**config.mk**
```make
export PLATFORM = sky130hd
export DESIGN_NAME = sbu_top
export DESIGN_NICKNAME = d
export VERILOG_FILES = /design/src/sbu_pkg.sv /design/src/sbu_top.sv /design/src/sbu_cond.sv
export SDC_FILE = /design/constraint.sdc
export NUM_CORES = 1
export LEC_CHECK = 0
export ABC_AREA = 1
export ABC_CLOCK_PERIOD_IN_PS = 3300
export BUFFER_PORTS_ARGS = -buffer_cell sky130_fd_sc_hd__buf_2
export CORE_AREA = 2 2 90 157
export CTS_CLUSTER_SIZE = 28
export DETAILED_ROUTE_END_ITERATION = 10
export DIE_AREA = 0 0 92 159
export MAX_ROUTING_LAYER = met4
export PLACE_DENSITY = 0.51
export SETUP_SLACK_MARGIN = 0.5
export SYNTH_ARGS = -nofsm -noshare
export SYNTH_HDL_FRONTEND = slang
export SYNTH_HIERARCHICAL = 1
export SYNTH_SLANG_ARGS = --single-unit
```
**constraint.sdc**
```tcl
create_clock -name sys_clk -period 3.3 [get_ports sys_clk]
set_input_delay 0.33 -clock sys_clk [delete_from_list [all_inputs] [get_ports sys_clk]]
set_output_delay 0.33 -clock sys_clk [all_outputs]
set_load 0.01 [all_outputs]
```
**src/sbu_pkg.sv**
```systemverilog
package sbu_pkg;

   // Program counter width in words
   localparam int PC_W = 16;

   // Status register flag positions
   localparam int FLAG_C = 0;
   localparam int FLAG_Z = 1;

   // Offsets and cycle counts
   localparam logic [PC_W-1:0] PC_STEP_ONE = 16'h0001;
   localparam logic [PC_W-1:0] PC_STEP_TWO = 16'h0002;
   localparam logic [PC_W-1:0] PC_STEP_THREE = 16'h0003;
   localparam logic [1:0] CYC_ONE = 2'h1;
   localparam logic [1:0] CYC_TWO = 2'h2;
   localparam logic [1:0] CYC_THREE = 2'h3;
   localparam logic [1:0] CYC_ZERO = 2'h0;

   // Instruction selector
   typedef enum logic [3:0] {
      OP_SKIP_REG_BIT_CLEAR,
      OP_SKIP_REG_BIT_SET,
      OP_SKIP_IO_BIT_CLEAR,
      OP_SKIP_IO_BIT_SET,
      OP_BRANCH_FLAG_SET,
      OP_BRANCH_FLAG_CLEAR,
      OP_BRANCH_ON_EQUAL,
      OP_BRANCH_ON_NOT_EQUAL,
      OP_BRANCH_ON_CARRY_SET,
      OP_BRANCH_ON_CARRY_CLEAR
   } sbu_op_t;

   // Decoded request from fetch and decode
   typedef struct packed {
      logic           valid;
      sbu_op_t        op;
      logic [2:0]     bit_sel;
      logic [6:0]     offset;
      logic [PC_W-1:0] pc;
      logic           next_two_words;
   } sbu_req_t;

   // Resolution handed back to the program counter
   typedef struct packed {
      logic           done;
      logic           taken;
      logic [PC_W-1:0] next_pc;
      logic [1:0]     cycles;
   } sbu_res_t;

endpackage : sbu_pkg

```
**src/sbu_top.sv**
```systemverilog
`timescale 1ns/1ps
// What this block does
// [RULE_01] Skip when register bit is clear
// [RULE_02] Skip when register bit is set
// [RULE_03] Skip when I/O bit is clear
// [RULE_04] Skip when I/O bit is set
// [RULE_05] Branch k+1 when selected flag set
// [RULE_06] Branch k+1 when selected flag clear
// [RULE_07] Branch k+1 when zero flag set
// [RULE_08] Branch k+1 when zero flag clear
// [RULE_09] Branch k+1 when carry flag set
// [RULE_10] Branch k+1 when carry flag clear
// [RULE_11] Skip costs 2 or 3; untaken costs 1
// [RULE_12] Signed offset; taken 2, untaken 1 cycles
module sbu_top
(
   // Clock and reset
   input  wire logic             sys_clk,
   input  wire logic             arst_n,
   // Decoded instruction and operands, same clock domain
   input  wire sbu_pkg::sbu_req_t req,
   input  wire logic [7:0]       reg_val,
   input  wire logic [7:0]       io_val,
   input  wire logic [7:0]       status_register,
   // Resolution, registered
   output sbu_pkg::sbu_res_t     res,
   output logic                  busy
);

   ////////////////////////////////////////////////////////////////////////////

   // Timing seen from the ports:
   //   edge 0  request taken while the wait counter is zero
   //   edge 1  done pulses, taken, next_pc and cycles settle and hold
   //   edge 1+ busy stands for cycles minus one edges
   // The feeder must not offer a new request while busy is high;
   // such a request is dropped with no sign, to keep the path short.
   // Operands are read in the request cycle only, never latched.
   // Status flags are read here and never written back.

   ////////////////////////////////////////////////////////////////////////////
   // Local state
   ////////////////////////////////////////////////////////////////////////////

   // All state of the unit in one word, so reset and hold live in one place
   typedef struct packed {
      sbu_pkg::sbu_res_t res;      // Last resolution, held until the next one; done pulses for one cycle only
      logic [1:0]        wait_cnt; // Cycles still owed by the last instruction
      logic              busy;     // Kept as a flop so the port is glitch free
   } sbu_state_t;

   sbu_state_t               st_r;
   sbu_state_t               st_nxt;
   logic                     cond_true;
   logic                     accept;
   logic                     is_skip;
   logic [sbu_pkg::PC_W-1:0] fall_pc;
   logic [sbu_pkg::PC_W-1:0] skip_pc;
   logic [sbu_pkg::PC_W-1:0] branch_pc;
   logic [1:0]               skip_cost;

   ////////////////////////////////////////////////////////////////////////////
   // Elaboration checks
   ////////////////////////////////////////////////////////////////////////////

   // The displacement is widened into the counter, so the counter must be wider
   if (sbu_pkg::PC_W <= 7)
   begin : g_pc_width_check
      $error("Program counter narrower than the branch displacement");
   end

   // Costs must grow with the length of the skipped instruction
   if (sbu_pkg::CYC_THREE <= sbu_pkg::CYC_TWO)
   begin : g_cost_order_check
      $error("Cycle costs out of order for the wait counter");
   end

   // A skip of two words must step further than a skip of one
   if (sbu_pkg::PC_STEP_THREE <= sbu_pkg::PC_STEP_TWO)
   begin : g_step_order_check
      $error("Skip steps out of order");
   end

   ////////////////////////////////////////////////////////////////////////////
   // Helper functions
   ////////////////////////////////////////////////////////////////////////////

   // Sign extension of the 7-bit word displacement
   function automatic logic [sbu_pkg::PC_W-1:0] sbu_sext(input logic [6:0] k);
      sbu_sext = {{(sbu_pkg::PC_W-7){k[6]}}, k};
   endfunction : sbu_sext

   // True for the four bit-test skips, which cost by the size of the next word
   function automatic logic sbu_is_skip(input sbu_pkg::sbu_op_t op);
      sbu_is_skip = (op == sbu_pkg::OP_SKIP_REG_BIT_CLEAR) ||
                    (op == sbu_pkg::OP_SKIP_REG_BIT_SET) ||
                    (op == sbu_pkg::OP_SKIP_IO_BIT_CLEAR) ||
                    (op == sbu_pkg::OP_SKIP_IO_BIT_SET);
   endfunction : sbu_is_skip

   // Step past the skipped instruction: one word or two
   function automatic logic [sbu_pkg::PC_W-1:0] sbu_skip_step(input logic two_words);
      if (two_words)
      begin
         sbu_skip_step = sbu_pkg::PC_STEP_THREE;
      end
      else
      begin
         sbu_skip_step = sbu_pkg::PC_STEP_TWO;
      end
   endfunction : sbu_skip_step

   // Cost of a taken skip, one cycle more for a two-word victim
   function automatic logic [1:0] sbu_skip_cost(input logic two_words);
      if (two_words)
      begin
         sbu_skip_cost = sbu_pkg::CYC_THREE;
      end
      else
      begin
         sbu_skip_cost = sbu_pkg::CYC_TWO;
      end
   endfunction : sbu_skip_cost

   ////////////////////////////////////////////////////////////////////////////
   // Condition evaluation
   ////////////////////////////////////////////////////////////////////////////

   // Bit and flag selection lives apart so the polarity table stays in one place
   sbu_cond u_cond
   (
      .op              (req.op),
      .bit_sel         (req.bit_sel),
      .reg_val         (reg_val),
      .io_val          (io_val),
      .status_register (status_register),
      .cond_true       (cond_true)
   );

   ////////////////////////////////////////////////////////////////////////////

   ////////////////////////////////////////////////////////////////////////////
   // Resolution
   ////////////////////////////////////////////////////////////////////////////

   // Candidate targets, worked out every cycle whether or not a request stands.
   // Kept apart from the state update so each sum has an adder of its own.
   always_comb
   begin
      accept    = req.valid && (st_r.wait_cnt == sbu_pkg::CYC_ZERO);
      is_skip   = sbu_is_skip(req.op);
      fall_pc   = req.pc + sbu_pkg::PC_STEP_ONE;                 // see [RULE_11] [RULE_12]
      skip_pc   = req.pc + sbu_skip_step(req.next_two_words);    // see [RULE_11]
      skip_cost = sbu_skip_cost(req.next_two_words);             // see [RULE_11]
      // Wraps modulo the counter width, as the core's PC does
      branch_pc = req.pc + sbu_sext(req.offset) + sbu_pkg::PC_STEP_ONE; // see [RULE_12]
   end

   // Resolve in one cycle, then hold busy for the remaining cycles.
   // Requests while busy are dropped silently; the feeder must wait.
   always_comb
   begin
      st_nxt          = st_r;
      st_nxt.res.done = 1'b0;
      if (st_r.wait_cnt != sbu_pkg::CYC_ZERO)
      begin
         // Count down the cycles owed by the last instruction
         st_nxt.wait_cnt = st_r.wait_cnt - sbu_pkg::CYC_ONE;
      end
      else if (accept)
      begin
         st_nxt.res.done  = 1'b1;
         st_nxt.res.taken = cond_true;
         if (!cond_true)
         begin
            // Not taken: carry on with the next word, one cycle
            st_nxt.res.next_pc = fall_pc;                       // see [RULE_11] [RULE_12]
            st_nxt.res.cycles  = sbu_pkg::CYC_ONE;
         end
         else if (is_skip)
         begin
            // Skip length follows the size of the skipped instruction
            st_nxt.res.next_pc = skip_pc;                       // see [RULE_11]
            st_nxt.res.cycles  = skip_cost;
         end
         else
         begin
            // Taken branch: relative target, two cycles
            st_nxt.res.next_pc = branch_pc;                     // see [RULE_12]
            st_nxt.res.cycles  = sbu_pkg::CYC_TWO;
         end
         st_nxt.wait_cnt = st_nxt.res.cycles - sbu_pkg::CYC_ONE;
      end
      // Busy follows the next counter value so the port is a plain flop
      st_nxt.busy = (st_nxt.wait_cnt != sbu_pkg::CYC_ZERO);
   end

   ////////////////////////////////////////////////////////////////////////////
   // Registers and outputs
   ////////////////////////////////////////////////////////////////////////////

   // State register
   always_ff @(posedge sys_clk or negedge arst_n)
   begin
      if (!arst_n)
      begin
         st_r <= '0;
      end
      else
      begin
         st_r <= st_nxt;
      end
   end

   // Ports come straight from the state flops
   assign res  = st_r.res;
   assign busy = st_r.busy;

endmodule : sbu_top

```
**src/sbu_cond.sv**
```systemverilog
`timescale 1ns/1ps
// Condition evaluation: picks the tested bit and compares its polarity
module sbu_cond
(
   // Selection
   input  wire sbu_pkg::sbu_op_t op,
   input  wire logic [2:0]       bit_sel,
   // Operands
   input  wire logic [7:0]       reg_val,
   input  wire logic [7:0]       io_val,
   input  wire logic [7:0]       status_register,
   // Result
   output logic                  cond_true
);

   // One mux per operand source; polarity from the instruction
   always_comb
   begin
      unique case (op)
         sbu_pkg::OP_SKIP_REG_BIT_CLEAR:    cond_true = ~reg_val[bit_sel];         // see [RULE_01]
         sbu_pkg::OP_SKIP_REG_BIT_SET:      cond_true = reg_val[bit_sel];          // see [RULE_02]
         sbu_pkg::OP_SKIP_IO_BIT_CLEAR:     cond_true = ~io_val[bit_sel];          // see [RULE_03]
         sbu_pkg::OP_SKIP_IO_BIT_SET:       cond_true = io_val[bit_sel];           // see [RULE_04]
         sbu_pkg::OP_BRANCH_FLAG_SET:       cond_true = status_register[bit_sel];  // see [RULE_05]
         sbu_pkg::OP_BRANCH_FLAG_CLEAR:     cond_true = ~status_register[bit_sel]; // see [RULE_06]
         sbu_pkg::OP_BRANCH_ON_EQUAL:       cond_true = status_register[sbu_pkg::FLAG_Z];  // see [RULE_07]
         sbu_pkg::OP_BRANCH_ON_NOT_EQUAL:   cond_true = ~status_register[sbu_pkg::FLAG_Z]; // see [RULE_08]
         sbu_pkg::OP_BRANCH_ON_CARRY_SET:   cond_true = status_register[sbu_pkg::FLAG_C];  // see [RULE_09]
         sbu_pkg::OP_BRANCH_ON_CARRY_CLEAR: cond_true = ~status_register[sbu_pkg::FLAG_C]; // see [RULE_10]
         default:                           cond_true = 1'b0;
      endcase
   end

endmodule : sbu_cond

```
---- Word level (Yosys, flattened, before mapping) ----
Cells that the tools add are included.
word-level totals
  register bits ........................... 23
  word-level logic and storage cells ...... 53
  input port bits ......................... 58
  output and inout bits ................... 21
operators by class
  magnitude comparators ................... 1
  eq/ne operators ......................... 9
  reduce and logical (&&, ||, !) cells .... 9
  add/subtract/negate cells ............... 6
  bitwise gates (word level) .............. 6
  mux-type cells .......................... 16
operators by type and width
  cell                                                         number
  two-way mux 18 bit                                           4
  adder 16 x 1 -> 16 bit (second input constant)               2
  adder 16 bit                                                 2
  two-way mux 22 bit                                           1
  two-way mux 20 bit                                           1
  equality test 4 x 3 -> 1 bit (second input constant)         4
  one-hot mux 1 bit (10 select lines)                          1
  binary-select mux 1 bit (select 3 bit)                       3
  equality test 4 x 2 -> 1 bit (second input constant)         2
  equality test 4 bit (second input constant)                  2
  NOT 1 bit                                                    6
  two-way mux 1 bit                                            5
  equality test 4 x 1 -> 1 bit (second input constant)         1
  zero test 4 bit                                              1
  less-than comparator 3 x 4 -> 1 bit (second input constant)  1
  nonzero test 2 bit                                           2
  subtractor 2 x 1 -> 2 bit (second input constant)            2
  logical OR 1 bit                                             3
  zero test 2 bit                                              1
  two-way mux 2 bit                                            1
  AND reduction 2 bit                                          1
  logical AND 1 bit                                            1

---- Longest topological paths before layout ----
Gate-level depths: netlist (run 1).
  depth in word-level cells ............... 12
  gate-level depth with buffers ........... 17
  mapped depth without buffers ............ 15

---- Hierarchy ----
The synthesis (run 1) kept the hierarchy.
modules (own cells, without submodules)
  module    area each (µm²)  seq. area each (µm²)  cells each  instances
  sbu_top   2806.4           550.5                 463         1
  sbu_cond  451.7            0.0                   109         1

---- Worst setup path before layout (run 1) ----
OpenSTA, ideal clock, no wires.
  kind .................................... in2reg
  from .................................... input req[1] in the netlist's numbering
  to ...................................... register st_r, in the netlist res[6]
  path buffers ............................ 0
  required time ........................... 3.176 ns
  stages on the path ...................... 12
  setup slack ............................. 1.565 ns
  arrival ................................. 1.611 ns
  setup time .............................. 0.124 ns
  path through ............................ inv_1 -> ha_1 -> inv_1 -> fa_1 -> nand2_1 -> nand2_1 -> and2_1 -> xor2_1 -> nand2_1 -> nand3_1 -> o211ai_1 -> nand2_1
on the way
  longest elaborated chain between the ends .. 6
  elaborated cells between the ends (all ways) .. 8
  classes of those cells .................. add/sub: 4; mux: 4
RTL lines
  what                    RTL line        RTL
  start, declared         sbu_top.sv:21   input wire sbu_pkg::sbu_req_t req,
  adder 16 bit            sbu_top.sv:156  branch_pc = req.pc + sbu_sext(req.offset) + sbu_pkg::PC_STEP_ONE;
  adder 16 x 1 -> 16 bit  sbu_top.sv:156
  two-way mux 18 bit      sbu_top.sv:180  else if (is_skip)
  two-way mux 18 bit *    sbu_top.sv:174  if (!cond_true)
  two-way mux 18 bit *    sbu_top.sv:170  else if (accept)
  two-way mux 18 bit *    sbu_top.sv:165  if (st_r.wait_cnt != sbu_pkg::CYC_ZERO)
  end signal, assigned    sbu_top.sv:211  st_r <= st_nxt;
  end, declared           sbu_top.sv:52   sbu_state_t st_r;
Every way passes the cells marked *; elsewhere a longest branch is shown, timed or not. The select of a mux whose other input is x is not followed.
A chain may end at the register's enable or synchronous reset.

==> metrics.md, run 1 <==
| Metric | Value |
|---|---|
| All-layer global routing usage | between 10% and 20% |
| Crit path from | req[24] |
| Post-Route Setup TNS | 0 ns |
| Number of cell rows | 56 |
| Worst Setup Slack, final | approximately 1.3 ns |
| First-pass GRT wire length | 16200 um |
| Power share of the clock group | approximately 22% |
| Maximum vdd drop | about 170 uV |
| Die Y | ~160 um |
| Hold Vio Cnt, Final | 0 |
| Worst Skew | around 0.0049 ns |
| Crit-path max cell delay | 0.28 ns |
| Crit path time final | ~2.0 ns |
| Post-cts sizing count | 0 |
| Fmax | roughly 510 MHz |
| Yosys Warn Count | 6 |
| Buf/Inv on CP | 3 |
| GR Overflow Total | 0 |
| Final setup viols | 0 |
| DRC | 0 |
| Post-DRT Antenna Nets | 0 |
| Fin nets | 705 |
| Post-CTS Setup Inserts | 0 |
| Core Region | 0.0133 mm^2 |
| Delay-heaviest family, CP | simple AND/OR/NAND/NOR gates |
| Synth cell types | 39 |
| Internal power | about 930 uW |
| Detailed Place HPWL | 8580 um |
| Layout overhead on the synthesized area | 16.4% |
| Placer congestion estimate | roughly 0.84 |
| Reg-to-reg slack, setup | between 1.5 and 2 ns |
| Worst Path Max Fanout | 18 |
| Number of global-route vias before repair | between 3000 and 4000 |
| Wire per inst | ~12 um |
| Post-synthesis sequential area ratio | between 15 and 20% |
| DIE WIDTH | between 90 and 100 um |
| CP startpoint kind | input pin |
| Final worst path period share | around three fifths |
| Dpl ws | approximately 1 ns |
| Endpoint class of the critical path | register |
| Fin area | 0.00379 mm^2 |
| Synthesized netlist cell count | between 500 and 600 |
| Max transition margin | around 56% |
| Die area | 0.0146 mm^2 |
| Total clock sinks | 22 |
| RSZ-0062 raised after global routing | false |
| CTS tree | built |
| Post-Layout Cell Count | 802 |
| Mean Syn Cell Area | 5.70 um^2 |
| Min-delay worst type | in2async |
| Synth Register Bits | 22 |
| Pwr Density | between 400 and 500 mW/mm^2 |
| Worst path slowest cell | nand2_1 |
| Worst reg2reg path depth | 6 |
| CTS buffer count | 3 |
| Clk pin slew, worst setup/hold paths | 0.06 ns |
| Syn_nets | approximately 650 |
| Total power | 1560 uW |
| Worst r2r src | st_r[1]$_DFF_PN0_ |
| Clock latency at the later pin of the worst-skew pair | 0.26 ns |
| Critical path class | in2reg |
| Pin slew with the least headroom to its limit | between 0.6 and 0.7 ns |
| Post-Syn Area | 0.00326 mm^2 |
| Register share of total power | between 20% and 30% |
| Io pins | 79 |
| Drt pass-1 iters | 6 |
| Initial antenna violation count | 1 |
| DP Area | 0.00368 mm^2 |
| Crit path cell chain | buf_2, inv_2, nand2_1, nand3_1, nand3_1, nand2_1, nand2_1, nand2_1, nor2_1, nand2_1, buf_4, nand2_1, o21ai_1, or2_1 |
| Htree depth | 1 |
| DR vias/cell | around 4.4 |
| CP Data Required Time | between 3 and 4 ns |
| RR Endpoint | res[12]$_DFFE_PN0P_ |
| Status | completed |
| Comb pwr share | a little under 50% |
| Crit-path most repeated cell | nand2_1 |
| Arrival time worst endpoint | 2.11 ns |
| Layout fillers | roughly 1600 |
| Max clock buf depth | 2 |
| Clock root buffer | clkbuf_16 |
| Total Wirelength | ~9900 um |
| Sw Ratio | just over 40% |
| Via Count | approximately 3500 |
| Layout cells sized above 1 | 17.2% |
| Largest net degree at the start of global routing | 23 |
| CTS Hold Bufs | 0 |
| Fin. max-slew vios | 0 |
| Port Buf Inserts | between 70 and 80 |
| Pleak | around 0.0021 uW |
| Placed Instances | 797 |
| Sw power | 629 uW |
| MaxCap Viol Count | 0 |
| Initial core utilization | 24.5% |
| 1st-iter DRT viols | 104 |
stage by stage:
stage | utilization (%) | hold slack [ns]
4_1_cts | 28.5 | 0.0472
6_report | 28.5 | 0.0269
5_1_grt | 28.5 | 0.0807
3_5_place_dp | 27.7 | 0.327
2_1_floorplan | - | 0.0344
3_3_place_gp | 27.7 | 0.331
sequential cells by signal, indices dropped and copies added, names as in the netlist:
register / count
res: 19
st_r: 2
busy: 1
cells by family after synthesis:
kind of cell               synth area share, %
AOI/OAI and AO/OA                         10.3
and+or+nand+nor                           44.0
xor gates and xnor gates                  4.03
adders and majority gates                 7.53
DFF                                       16.9
buffers and inverters                     17.2
cell usage after synthesis:
cell type | n | share of area [%]
nand2_1 | 195 | 22
buf_6 | 1 | 0.35
xor2_1 | 12 | 3.2
nand2_2 | 3 | 0.58
or2_2 | 2 | 0.38
clkinv_1 | 2 | 0.23
or2_1 | 1 | 0.19
nor2_2 | 3 | 0.58
and2_1 | 1 | 0.19
fa_1 | 1 | 0.61
buf_2 | 5 | 0.77
nand3b_1 | 3 | 0.69
inv_2 | 4 | 0.46
nand3_1 | 63 | 9.7
o21ai_1 | 7 | 1.1
o21ai_2 | 1 | 0.27
o21a_1 | 1 | 0.23
nor3_1 | 6 | 0.92
nand4_1 | 1 | 0.19
ha_1 | 18 | 6.9
nand2_4 | 1 | 0.35
o211ai_2 | 1 | 0.38
nor2_4 | 5 | 1.7
inv_1 | 89 | 10
o2bb2ai_1 | 1 | 0.27
a21oi_2 | 1 | 0.27
o21ai_0 | 13 | 2.0
nor3b_1 | 1 | 0.23
clkbuf_1 | 3 | 0.35
o211ai_1 | 2 | 0.46
xnor2_1 | 3 | 0.81
a21oi_1 | 29 | 4.5
nor3_4 | 1 | 0.50
a31oi_1 | 2 | 0.38
dfrtp_1 | 22 | 17
nand3_2 | 1 | 0.31
o21bai_1 | 2 | 0.46
nor2_1 | 44 | 5.1
buf_4 | 21 | 4.8
cell usage in the layout, fill, tap and decap left out, types with 2 or more instances in the layout:
master / count
inv_2: 4
clkbuf_16: 3
nor2_1: 44
nand2_1: 195
o211ai_1: 2
ha_1: 18
nor2_2: 3
buf_2: 78
o21bai_1: 2
dfrtp_1: 22
nand2_2: 3
xnor2_1: 3
clkinv_1: 2
nor3_1: 6
nand3_1: 63
o21ai_1: 7
or2_2: 2
a21oi_1: 29
xor2_1: 12
nand3b_1: 3
o21ai_0: 13
buf_4: 3
inv_1: 89
a31oi_1: 2
nor2_4: 5
power groups by stage:
stage / Clock (uW) / Combinational (uW) / Sequential (uW)
2_1_floorplan: 0 / 640 / 453
3_3_place_gp: 0 / 767 / 461
3_5_place_dp: 0 / 767 / 464
4_1_cts: 350 / 772 / 460
5_1_grt: 361 / 862 / 471
6_report: 343 / 758 / 456
how the worst max path moves through the flow:
stage          cells after the start                   to
3_3_place_gp                      15  res[12]$_DFFE_PN0P_
5_1_grt                           14       busy$_DFF_PN0_
6_report                          14       busy$_DFF_PN0_
2_1_floorplan                     12   res[6]$_DFFE_PN0P_
3_5_place_dp                      14       busy$_DFF_PN0_
4_1_cts                           14       busy$_DFF_PN0_
per-layer routing:
layer	part of all wire [%]	GRT usage, %	up-vias
li1	-	-	1881
met1	36	12.8	1543
met2	58	29.3	84
met3	3.7	1.18	13
met4	1.7	4.27	0
met5	0	-	-
area by class of cell:
cell class	instances	area, um^2	share of cell area, %
Antenna cell	1	2.50	0.0660
Clock buffer	3	75.1	1.98
Clock inverter	1	30.0	0.792
Inverter	95	357	9.41
Multi-Input combinational cell	425	2150	56.6
Sequential cell	22	551	14.5
Tap cell	174	218	5.74
Timing Repair Buffer	81	413	10.9
Note: power is estimated with default switching activity, not from simulation.
==> run 2: changes to the inputs <==
--- a/config.mk
+++ b/config.mk
@@ -5,15 +5,15 @@
 export SDC_FILE = /design/constraint.sdc
 export NUM_CORES = 1
 export LEC_CHECK = 0
-export ABC_AREA = 1
-export ABC_CLOCK_PERIOD_IN_PS = 3300
+export ABC_AREA = 0
+export ABC_CLOCK_PERIOD_IN_PS = 1900
 export BUFFER_PORTS_ARGS = -buffer_cell sky130_fd_sc_hd__buf_2
-export CORE_AREA = 2 2 90 157
+export CORE_AREA = 2 2 83 145
 export CTS_CLUSTER_SIZE = 28
 export DETAILED_ROUTE_END_ITERATION = 10
-export DIE_AREA = 0 0 92 159
+export DIE_AREA = 0 0 85 147
 export MAX_ROUTING_LAYER = met4
-export PLACE_DENSITY = 0.51
+export PLACE_DENSITY = 0.52
 export SETUP_SLACK_MARGIN = 0.5
 export SYNTH_ARGS = -nofsm -noshare
 export SYNTH_HDL_FRONTEND = slang
==> constraint.sdc (replaced) <==
create_clock -name sys_clk -period 1.9 [get_ports sys_clk]
set_input_delay 0.19 -clock sys_clk [delete_from_list [all_inputs] [get_ports sys_clk]]
set_output_delay 0.19 -clock sys_clk [all_outputs]
set_load 0.01 [all_outputs]
==> metrics.md, run 2 <==
| Metric | Value |
|---|---|
| Via Count | 2898 (-18%) |
| Clock root buffer | clkbuf_16 |
| Synth cell types | 53 (+36%) |
| Worst reg2reg path depth | 7 (+1) |
| Reg-to-reg slack, setup | 0.44 ns (-1.14 ns) |
| Initial core utilization | 24.3% (-0.16 points) |
| Most frequent cells in the layout | 77 x buf_2, 60 x buf_4, 42 x nand2_1 |
| Fmax | around 480 MHz |
| Maximum vdd drop | 349 uV (+100%) |
| Die Y | 147 um (-7.5%) |
| Io pins | 79 (unchanged) |
| Async SR Flop Fraction | 100% (unchanged) |
| Drt pass-1 iters | 4 (-2) |
| Core Region | 0.0114 mm^2 (-14%) |
| Max transition margin | 64.6% (+8.9 points) |
| Worst r2r src | st_r[1]$_DFF_PN0_ |
| Worst Path Max Fanout | 6 (-12) |
| Post-synth top cells | 46 x nand2_1, 32 x o21ai_0, 29 x nor2_1 |
| Synth Register Bits | 22 (unchanged) |
| Clk pin slew, worst setup/hold paths | 0.06 ns (about the same) |
| GR Overflow Total | 0 (unchanged) |
| RSZ-0062 raised after global routing | true |
| Htree depth | 1 (unchanged) |
| Worst Setup Slack, final | -0.203 ns (-1.54 ns) |
| Placer congestion estimate | 0.861 (+3.0%) |
| Max clock buf depth | 2 (unchanged) |
| Dpl ws | -0.645 ns (-1.66 ns) |
| Post-Syn Area | 0.00277 mm^2 (-15%) |
| Number of global-route vias before repair | 3071 (-13%) |
| Endpoint class of the critical path | register |
| Synth top area share | 19.9% (-2.6 points) |
| Hold_sp | req[0] |
| Clock latency at the later pin of the worst-skew pair | 0.26 ns (about the same) |
| CTS buffer count | 3 (unchanged) |
| RR Endpoint | res[17]$_DFFE_PN0P_ |
| Post-synthesis sequential area ratio | 19.9% (+3.0 points) |
| DIE WIDTH | 85 um (-7.6%) |
| Total Wirelength | 8380 um (-15%) |
| Arrival time worst endpoint | 2.25 ns (+0.14 ns) |
| Final setup viols | 21 (+21) |
| Synthesized netlist cell count | 355 (-38%) |
| All-layer global routing usage | 14.0% (-0.054 points) |
| First-pass GRT wire length | 13900 um (-14%) |
| Layout cells sized above 1 | 38.0% (+21 points) |
| Hold Vio Cnt, Final | 0 (unchanged) |
| Hold EP | st_r[1]$_DFF_PN0_ |
| DRC | 0 (unchanged) |
| Worst Skew | 0.00100 ns (-0.00385 ns) |
| MaxCap Viol Count | 0 (unchanged) |
| Crit path time final | 2.10 ns |
| Yosys Warn Count | 6 (unchanged) |
| Pleak | 0.00179 uW (-16%) |
| CP Data Required Time | 2.05 ns (-1.40 ns) |
| Number of cell rows | 52 (-7.1%) |
| Critical path class | in2reg |
| Hold depth | 3 |
| Leading area contributor after synthesis | dfrtp_1 |
| CP startpoint kind | input pin |
| Syn_nets | 432 (-33%) |
| Synth area leaders | dfrtp_1 20%, xor2_1 8.5%, ha_1 8.1% |
| Mean Syn Cell Area | 7.80 um^2 (+37%) |
| Min-delay worst type | in2reg |
| Largest register FFs | 19 (unchanged) |
| Failing checks | negative setup slack |
| Port Buf Inserts | 78 (unchanged) |
| Post-layout util | 33.2% (+4.7 points) |
| Total clock sinks | 22 (unchanged) |
| Post-synth EDFFs | 0 (unchanged) |
| DR vias/cell | 4.85 (+10%) |
| Final worst path period share | 111% |
| Fin. max-slew vios | 0 (unchanged) |
| Wire per inst | 14.0 um (+14%) |
| Post-DRT Antenna Nets | 0 (unchanged) |
| Pwr Density | 564 mW/mm^2 (+37%) |
| Pin slew with the least headroom to its limit | 0.530 ns (-0.133 ns) |
| Initial antenna violation count | 0 (-1) |
| Die area | 0.0125 mm^2 (-15%) |
| 1st-iter DRT viols | 88 (-15%) |
| Fin nets | 542 (-23%) |
| CTS tree | built |
| Status | finished with violations |
| Commonest non-fill, non-tap cell in the layout | buf_2 |
| Ys flop type | dfrtp_1 |
| Detailed Place HPWL | 7290 um (-15%) |
| Most numerous cell in the Yosys netlist | nand2_1 |
| N_diodes | 0 (-1) |
| Layout overhead on the synthesized area | 36.6% |
| Largest net degree at the start of global routing | 23 (unchanged) |
run 2: cell types whose count changed after synthesis, sizes merged, moves of 8 or more:
cell,before,now
xnor2,3,11
nand3,64,10
o21ai,21,33
o22ai,0,8
inv,93,11
clkbuf,3,12
nor2,52,29
xor2,12,27
mux2i,0,12
nand2,199,46
run 2: logic make-up (layout without fill, tap and decap cells):
family          Yosys count  in the layout  synth area share [%]
buf+inv                  47            155                  9.49
fa+ha+maj                19             19                  8.86
simple gates            118            118                  20.7
compound gates           94             94                  20.8
flops                    22             22                  19.9
xor+xnor                 38             38                  12.0
mux                      17             17                  8.27
run 2: what timing repair did:
| action | 4_1_cts | 5_1_grt |
|---|---|---|
| endpoints found under the setup margin | 21 | 21 |
| setup buffers | 1 | 1 |
| hold endpoints to repair | 22 | 0 |
| pin swaps | 7 | 7 |
| hold buffers | 1 | 0 |
| resized for setup | 14 | 28 |
run 2: worst max-delay path by stage:
stage	startpoint	end	slack, ns
final	req[24]	st_r[2]$_DFF_PN0_	-0.20
after global routing	req[24]	res[12]$_DFFE_PN0P_	-0.28
after CTS	req[24]	res[14]$_DFFE_PN0P_	-0.23
after detailed placement	req[24]	res[16]$_DFFE_PN0P_	-0.65
after global placement	req[24]	res[16]$_DFFE_PN0P_	-0.61
after floorplan	req[24]	res[13]$_DFFE_PN0P_	-0.36
run 2: layer usage:
layer	up-vias	track usage, %	share of wire (%)
met5	-	-	0
met4	0	6.43	3.4
met3	23	1.35	4.4
met2	74	28.2	58
met1	1343	12.4	34
li1	1458	-	-
run 2: layout make-up:
class	count	area, um^2
clock buffer	3	75.1
timing repair buffer	141	901
sequential	22	551
inverter	11	41.3
fill	1181	7600
tap	135	169
multi-input combinational	286	2050
run 2: where the power goes:
| group | switching [uW] | internal (uW) |
|---|---|---|
| registers | 54.9 | 567 |
| logic | 549 | 517 |
| clock network | 168 | 278 |
run 2: metrics by stage:
step | area (um^2) | setup TNS, ns | hold WS (ns) | std cells | total power (uW)
floorplan | 2800 | -5.32 | -0.106 | 355 | 1310
CTS | 3730 | -3.22 | 0.360 | 597 | 2120
global placement | 3580 | -11.16 | 0.187 | 592 | 1620
finish | 3780 | -2.64 | 0.363 | 598 | 2130
global route | 3780 | -4.63 | 0.417 | 598 | 2290
detailed placement | 3580 | -11.94 | 0.195 | 592 | 1640
run 2: worst max-delay path, stage by stage:
cell	delay [ns]
buf_8	0.09
mux4_2	0.50
mux2i_2	0.21
mux2i_1	0.12
or4_4	0.61
and3_4	0.21
buf_4	0.14
a22o_1	0.18
==> run 3: changes to the inputs <==
--- a/config.mk
+++ b/config.mk
@@ -7,13 +7,13 @@
 export LEC_CHECK = 0
 export ABC_AREA = 0
 export ABC_CLOCK_PERIOD_IN_PS = 1900
-export BUFFER_PORTS_ARGS = -buffer_cell sky130_fd_sc_hd__buf_2
 export CORE_AREA = 2 2 83 145
 export CTS_CLUSTER_SIZE = 28
 export DETAILED_ROUTE_END_ITERATION = 10
 export DIE_AREA = 0 0 85 147
+export DONT_BUFFER_PORTS = 1
 export MAX_ROUTING_LAYER = met4
-export PLACE_DENSITY = 0.52
+export PLACE_DENSITY = 0.46
 export SETUP_SLACK_MARGIN = 0.5
 export SYNTH_ARGS = -nofsm -noshare
 export SYNTH_HDL_FRONTEND = slang
==> metrics.md, run 3 (synthesis results as in run 2) <==
| Metric | Value |
|---|---|
| Crit path time final | 1.92 ns (-0.187 ns) |
| Crit-path most repeated cell | mux2i_1 |
| Fmax | 522 MHz (+9.8%) |
| Post-layout util | 27.6% (-5.6 points) |
| Endpoint class of the critical path | register |
| First-pass GRT wire length | 13500 um (-2.7%) |
| Fin area | 0.00315 mm^2 (-17%) |
| Maximum vdd drop | 576 uV (+65%) |
| Number of global-route vias before repair | 2572 (-16%) |
| Stages on the worst setup path | 7 (-1) |
| Core Region | 0.0114 mm^2 (unchanged) |
| DIE WIDTH | 85 um (unchanged) |
| DP Area | 0.00292 mm^2 (-18%) |
| Initial antenna violation count | 0 (unchanged) |
| Worst reg2reg path depth | 7 (unchanged) |
| CP Data Required Time | 2.05 ns (about the same) |
| Crit path cell chain | mux2i_1, mux4_2, mux2i_1, or4_4, and3_4, buf_4, a22o_1 |
| Fin nets | 430 (-21%) |
| Worst Path Max Fanout | 10 (+4) |
| Met1 wire length | 2940 um (+2.5%) |
| Largest net degree at the start of global routing | 23 (unchanged) |
| Initial core utilization | 24.3% (unchanged) |
| Dpl ws | -0.424 ns (+0.221 ns) |
| Failing checks | negative setup slack |
| Max clock buf depth | 2 (unchanged) |
| Post-Route Setup TNS | -0.0368 ns (+2.61 ns) |
| Reg-to-reg slack, setup | 0.34 ns (-0.10 ns) |
| Detailed Place HPWL | 7140 um (-2.1%) |
| Clock latency at the later pin of the worst-skew pair | 0.26 ns (about the same) |
| Die Y | 147 um (unchanged) |
| Via Count | 2547 (-12%) |
| Total Wirelength | 8580 um (+2.3%) |
| Layout cells sized above 1 | 16.5% (-22 points) |
| Final worst path period share | 101% (-9.8 points) |
| Min-delay worst type | in2reg |
| Max transition margin | 73.2% (+8.6 points) |
| Worst path slowest cell | or4_4 |
| Port Buf Inserts | 0 (-100%) |
| Worst Setup Slack, final | -0.0161 ns (+0.187 ns) |
| CTS tree | built |
| RSZ-0062 raised after global routing | true |
| Buf/Inv on CP | 1 (-1) |
| Drt pass-1 iters | 4 (unchanged) |
| Worst r2r src | st_r[1]$_DFF_PN0_ |
| Hold Vio Cnt, Final | 0 (unchanged) |
| Hold depth | 3 (unchanged) |
| Placer congestion estimate | 0.844 (-2.0%) |
| Commonest non-fill, non-tap cell in the layout | nand2_1 |
| Most frequent cells in the layout | 43 x nand2_1, 28 x nor2_1, 27 x xor2_1 |
| GR Overflow Total | 0 (unchanged) |
| Clock root buffer | clkbuf_16 |
| Largest register FFs | 19 (unchanged) |
| CTS buffer count | 3 (unchanged) |
| Die area | 0.0125 mm^2 (unchanged) |
| Pin slew with the least headroom to its limit | 0.401 ns (-0.129 ns) |
| Critical path class | in2reg |
| Final setup viols | 3 (-86%) |
| Clk pin slew, worst setup/hold paths | 0.06 ns (about the same) |
| Total clock sinks | 22 (unchanged) |
| Delay-heaviest family, CP | simple AND/OR/NAND/NOR gates |
| Io pins | 79 (unchanged) |
| CP startpoint kind | input pin |
| Wire per inst | 17.6 um (+26%) |
| Worst Skew | 0.00349 ns (+0.00249 ns) |
| Layout fillers | 1184 (+0.25%) |
| Hold EP | res[2]$_DFFE_PN0P_ |
| Pleak | 0.00132 uW (-26%) |
| N_diodes | 0 (unchanged) |
| 1st-iter DRT viols | 127 (+44%) |
| MaxCap Viol Count | 0 (unchanged) |
| Met3 routed WL | 531 um (+45%) |
| Crit-path max cell delay | 0.60 ns (about the same) |
| DR vias/cell | 5.23 (+7.9%) |
| All-layer global routing usage | 14.1% (+0.071 points) |
| Pwr Density | 644 mW/mm^2 (+14%) |
| DR WL met2 | 4860 um (-0.16%) |
| Layout overhead on the synthesized area | 13.6% |
| DRC | 0 (unchanged) |
| Highest metal used | met4 |
| RR Endpoint | res[17]$_DFFE_PN0P_ |
| Status | finished with violations |
| Htree depth | 1 (unchanged) |
| Hold_sp | req[1] |
| Number of cell rows | 52 (unchanged) |
| Arrival time worst endpoint | 2.07 ns (-0.18 ns) |
| Fin. max-slew vios | 0 (unchanged) |
| Post-DRT Antenna Nets | 0 (unchanged) |
==> run 3: changes by cell type in the layout (fill, tap and decap cells not counted), sizes merged <==
cell / change
buf: -112
bufinv: +1
clkinv: +1
inv: -1
==> run 3: final cells by class <==
class                      instances  area (um^2)  area share (%)
clock buffer                       3         75.1            2.39
clock inverter                     1         30.0           0.954
inverter                          11         61.3            1.95
multi-input combinational        286         2010            63.9
sequential                        22          551            17.5
tap                              135          169            5.37
timing repair buffer              29          249            7.91
==> run 3: where the power goes <==
group / internal, uW / switching, uW / total, uW / leakage [uW]
combinational: 350 / 370 / 720 / 0.00101
clock: 419 / 191 / 610 / 0.0000511
sequential: 566 / 129 / 696 / 0.000265
==> run 3: per-layer routing <==
metal | global-route usage (%) | vias up
met3 | 2.64 | 14
met2 | 25.7 | 81
met1 | 13.4 | 1213
li1 | - | 1239
met4 | 7.86 | 0
met5 | - | -
==> run 3: repair_timing <==
item | CTS | global route
setup buffers | 1 | 0
resized for setup | 16 | 18
hold buffers | 2 | 0
endpoints found under the setup margin | 21 | 21
pin swaps | 9 | 11
endpoints found under the hold margin | 22 | 0
==> run 3: worst max-delay path by stage <==
stage / from / end / slack (ns)
floorplan: req[24] / res[13]$_DFFE_PN0P_ / -0.36
global placement: req[1] / res[16]$_DFFE_PN0P_ / -0.39
detailed placement: req[1] / res[16]$_DFFE_PN0P_ / -0.42
CTS: req[24] / res[13]$_DFFE_PN0P_ / 0.02
global route: req[24] / res[13]$_DFFE_PN0P_ / -0.08
finish: req[24] / st_r[2]$_DFF_PN0_ / -0.02
==> run 3: metrics by stage <==
step / total power [uW] / cells / hold WS [ns]
after floorplan: 1310 / 355 / -0.106
after global placement: 1360 / 480 / -0.104
after detailed placement: 1370 / 480 / -0.104
after CTS: 2040 / 487 / 0.162
after global routing: 2160 / 487 / 0.175
final: 2030 / 487 / 0.164
==> run 3: worst register-to-register path, stage by stage (launching register included) <==
cell,delay [ns]
dfrtp_1,0.40
nor2_1,0.15
nand2_1,0.09
inv_1,0.31
buf_4,0.22
nor2_1,0.05
a21oi_1,0.12
o211a_1,0.16
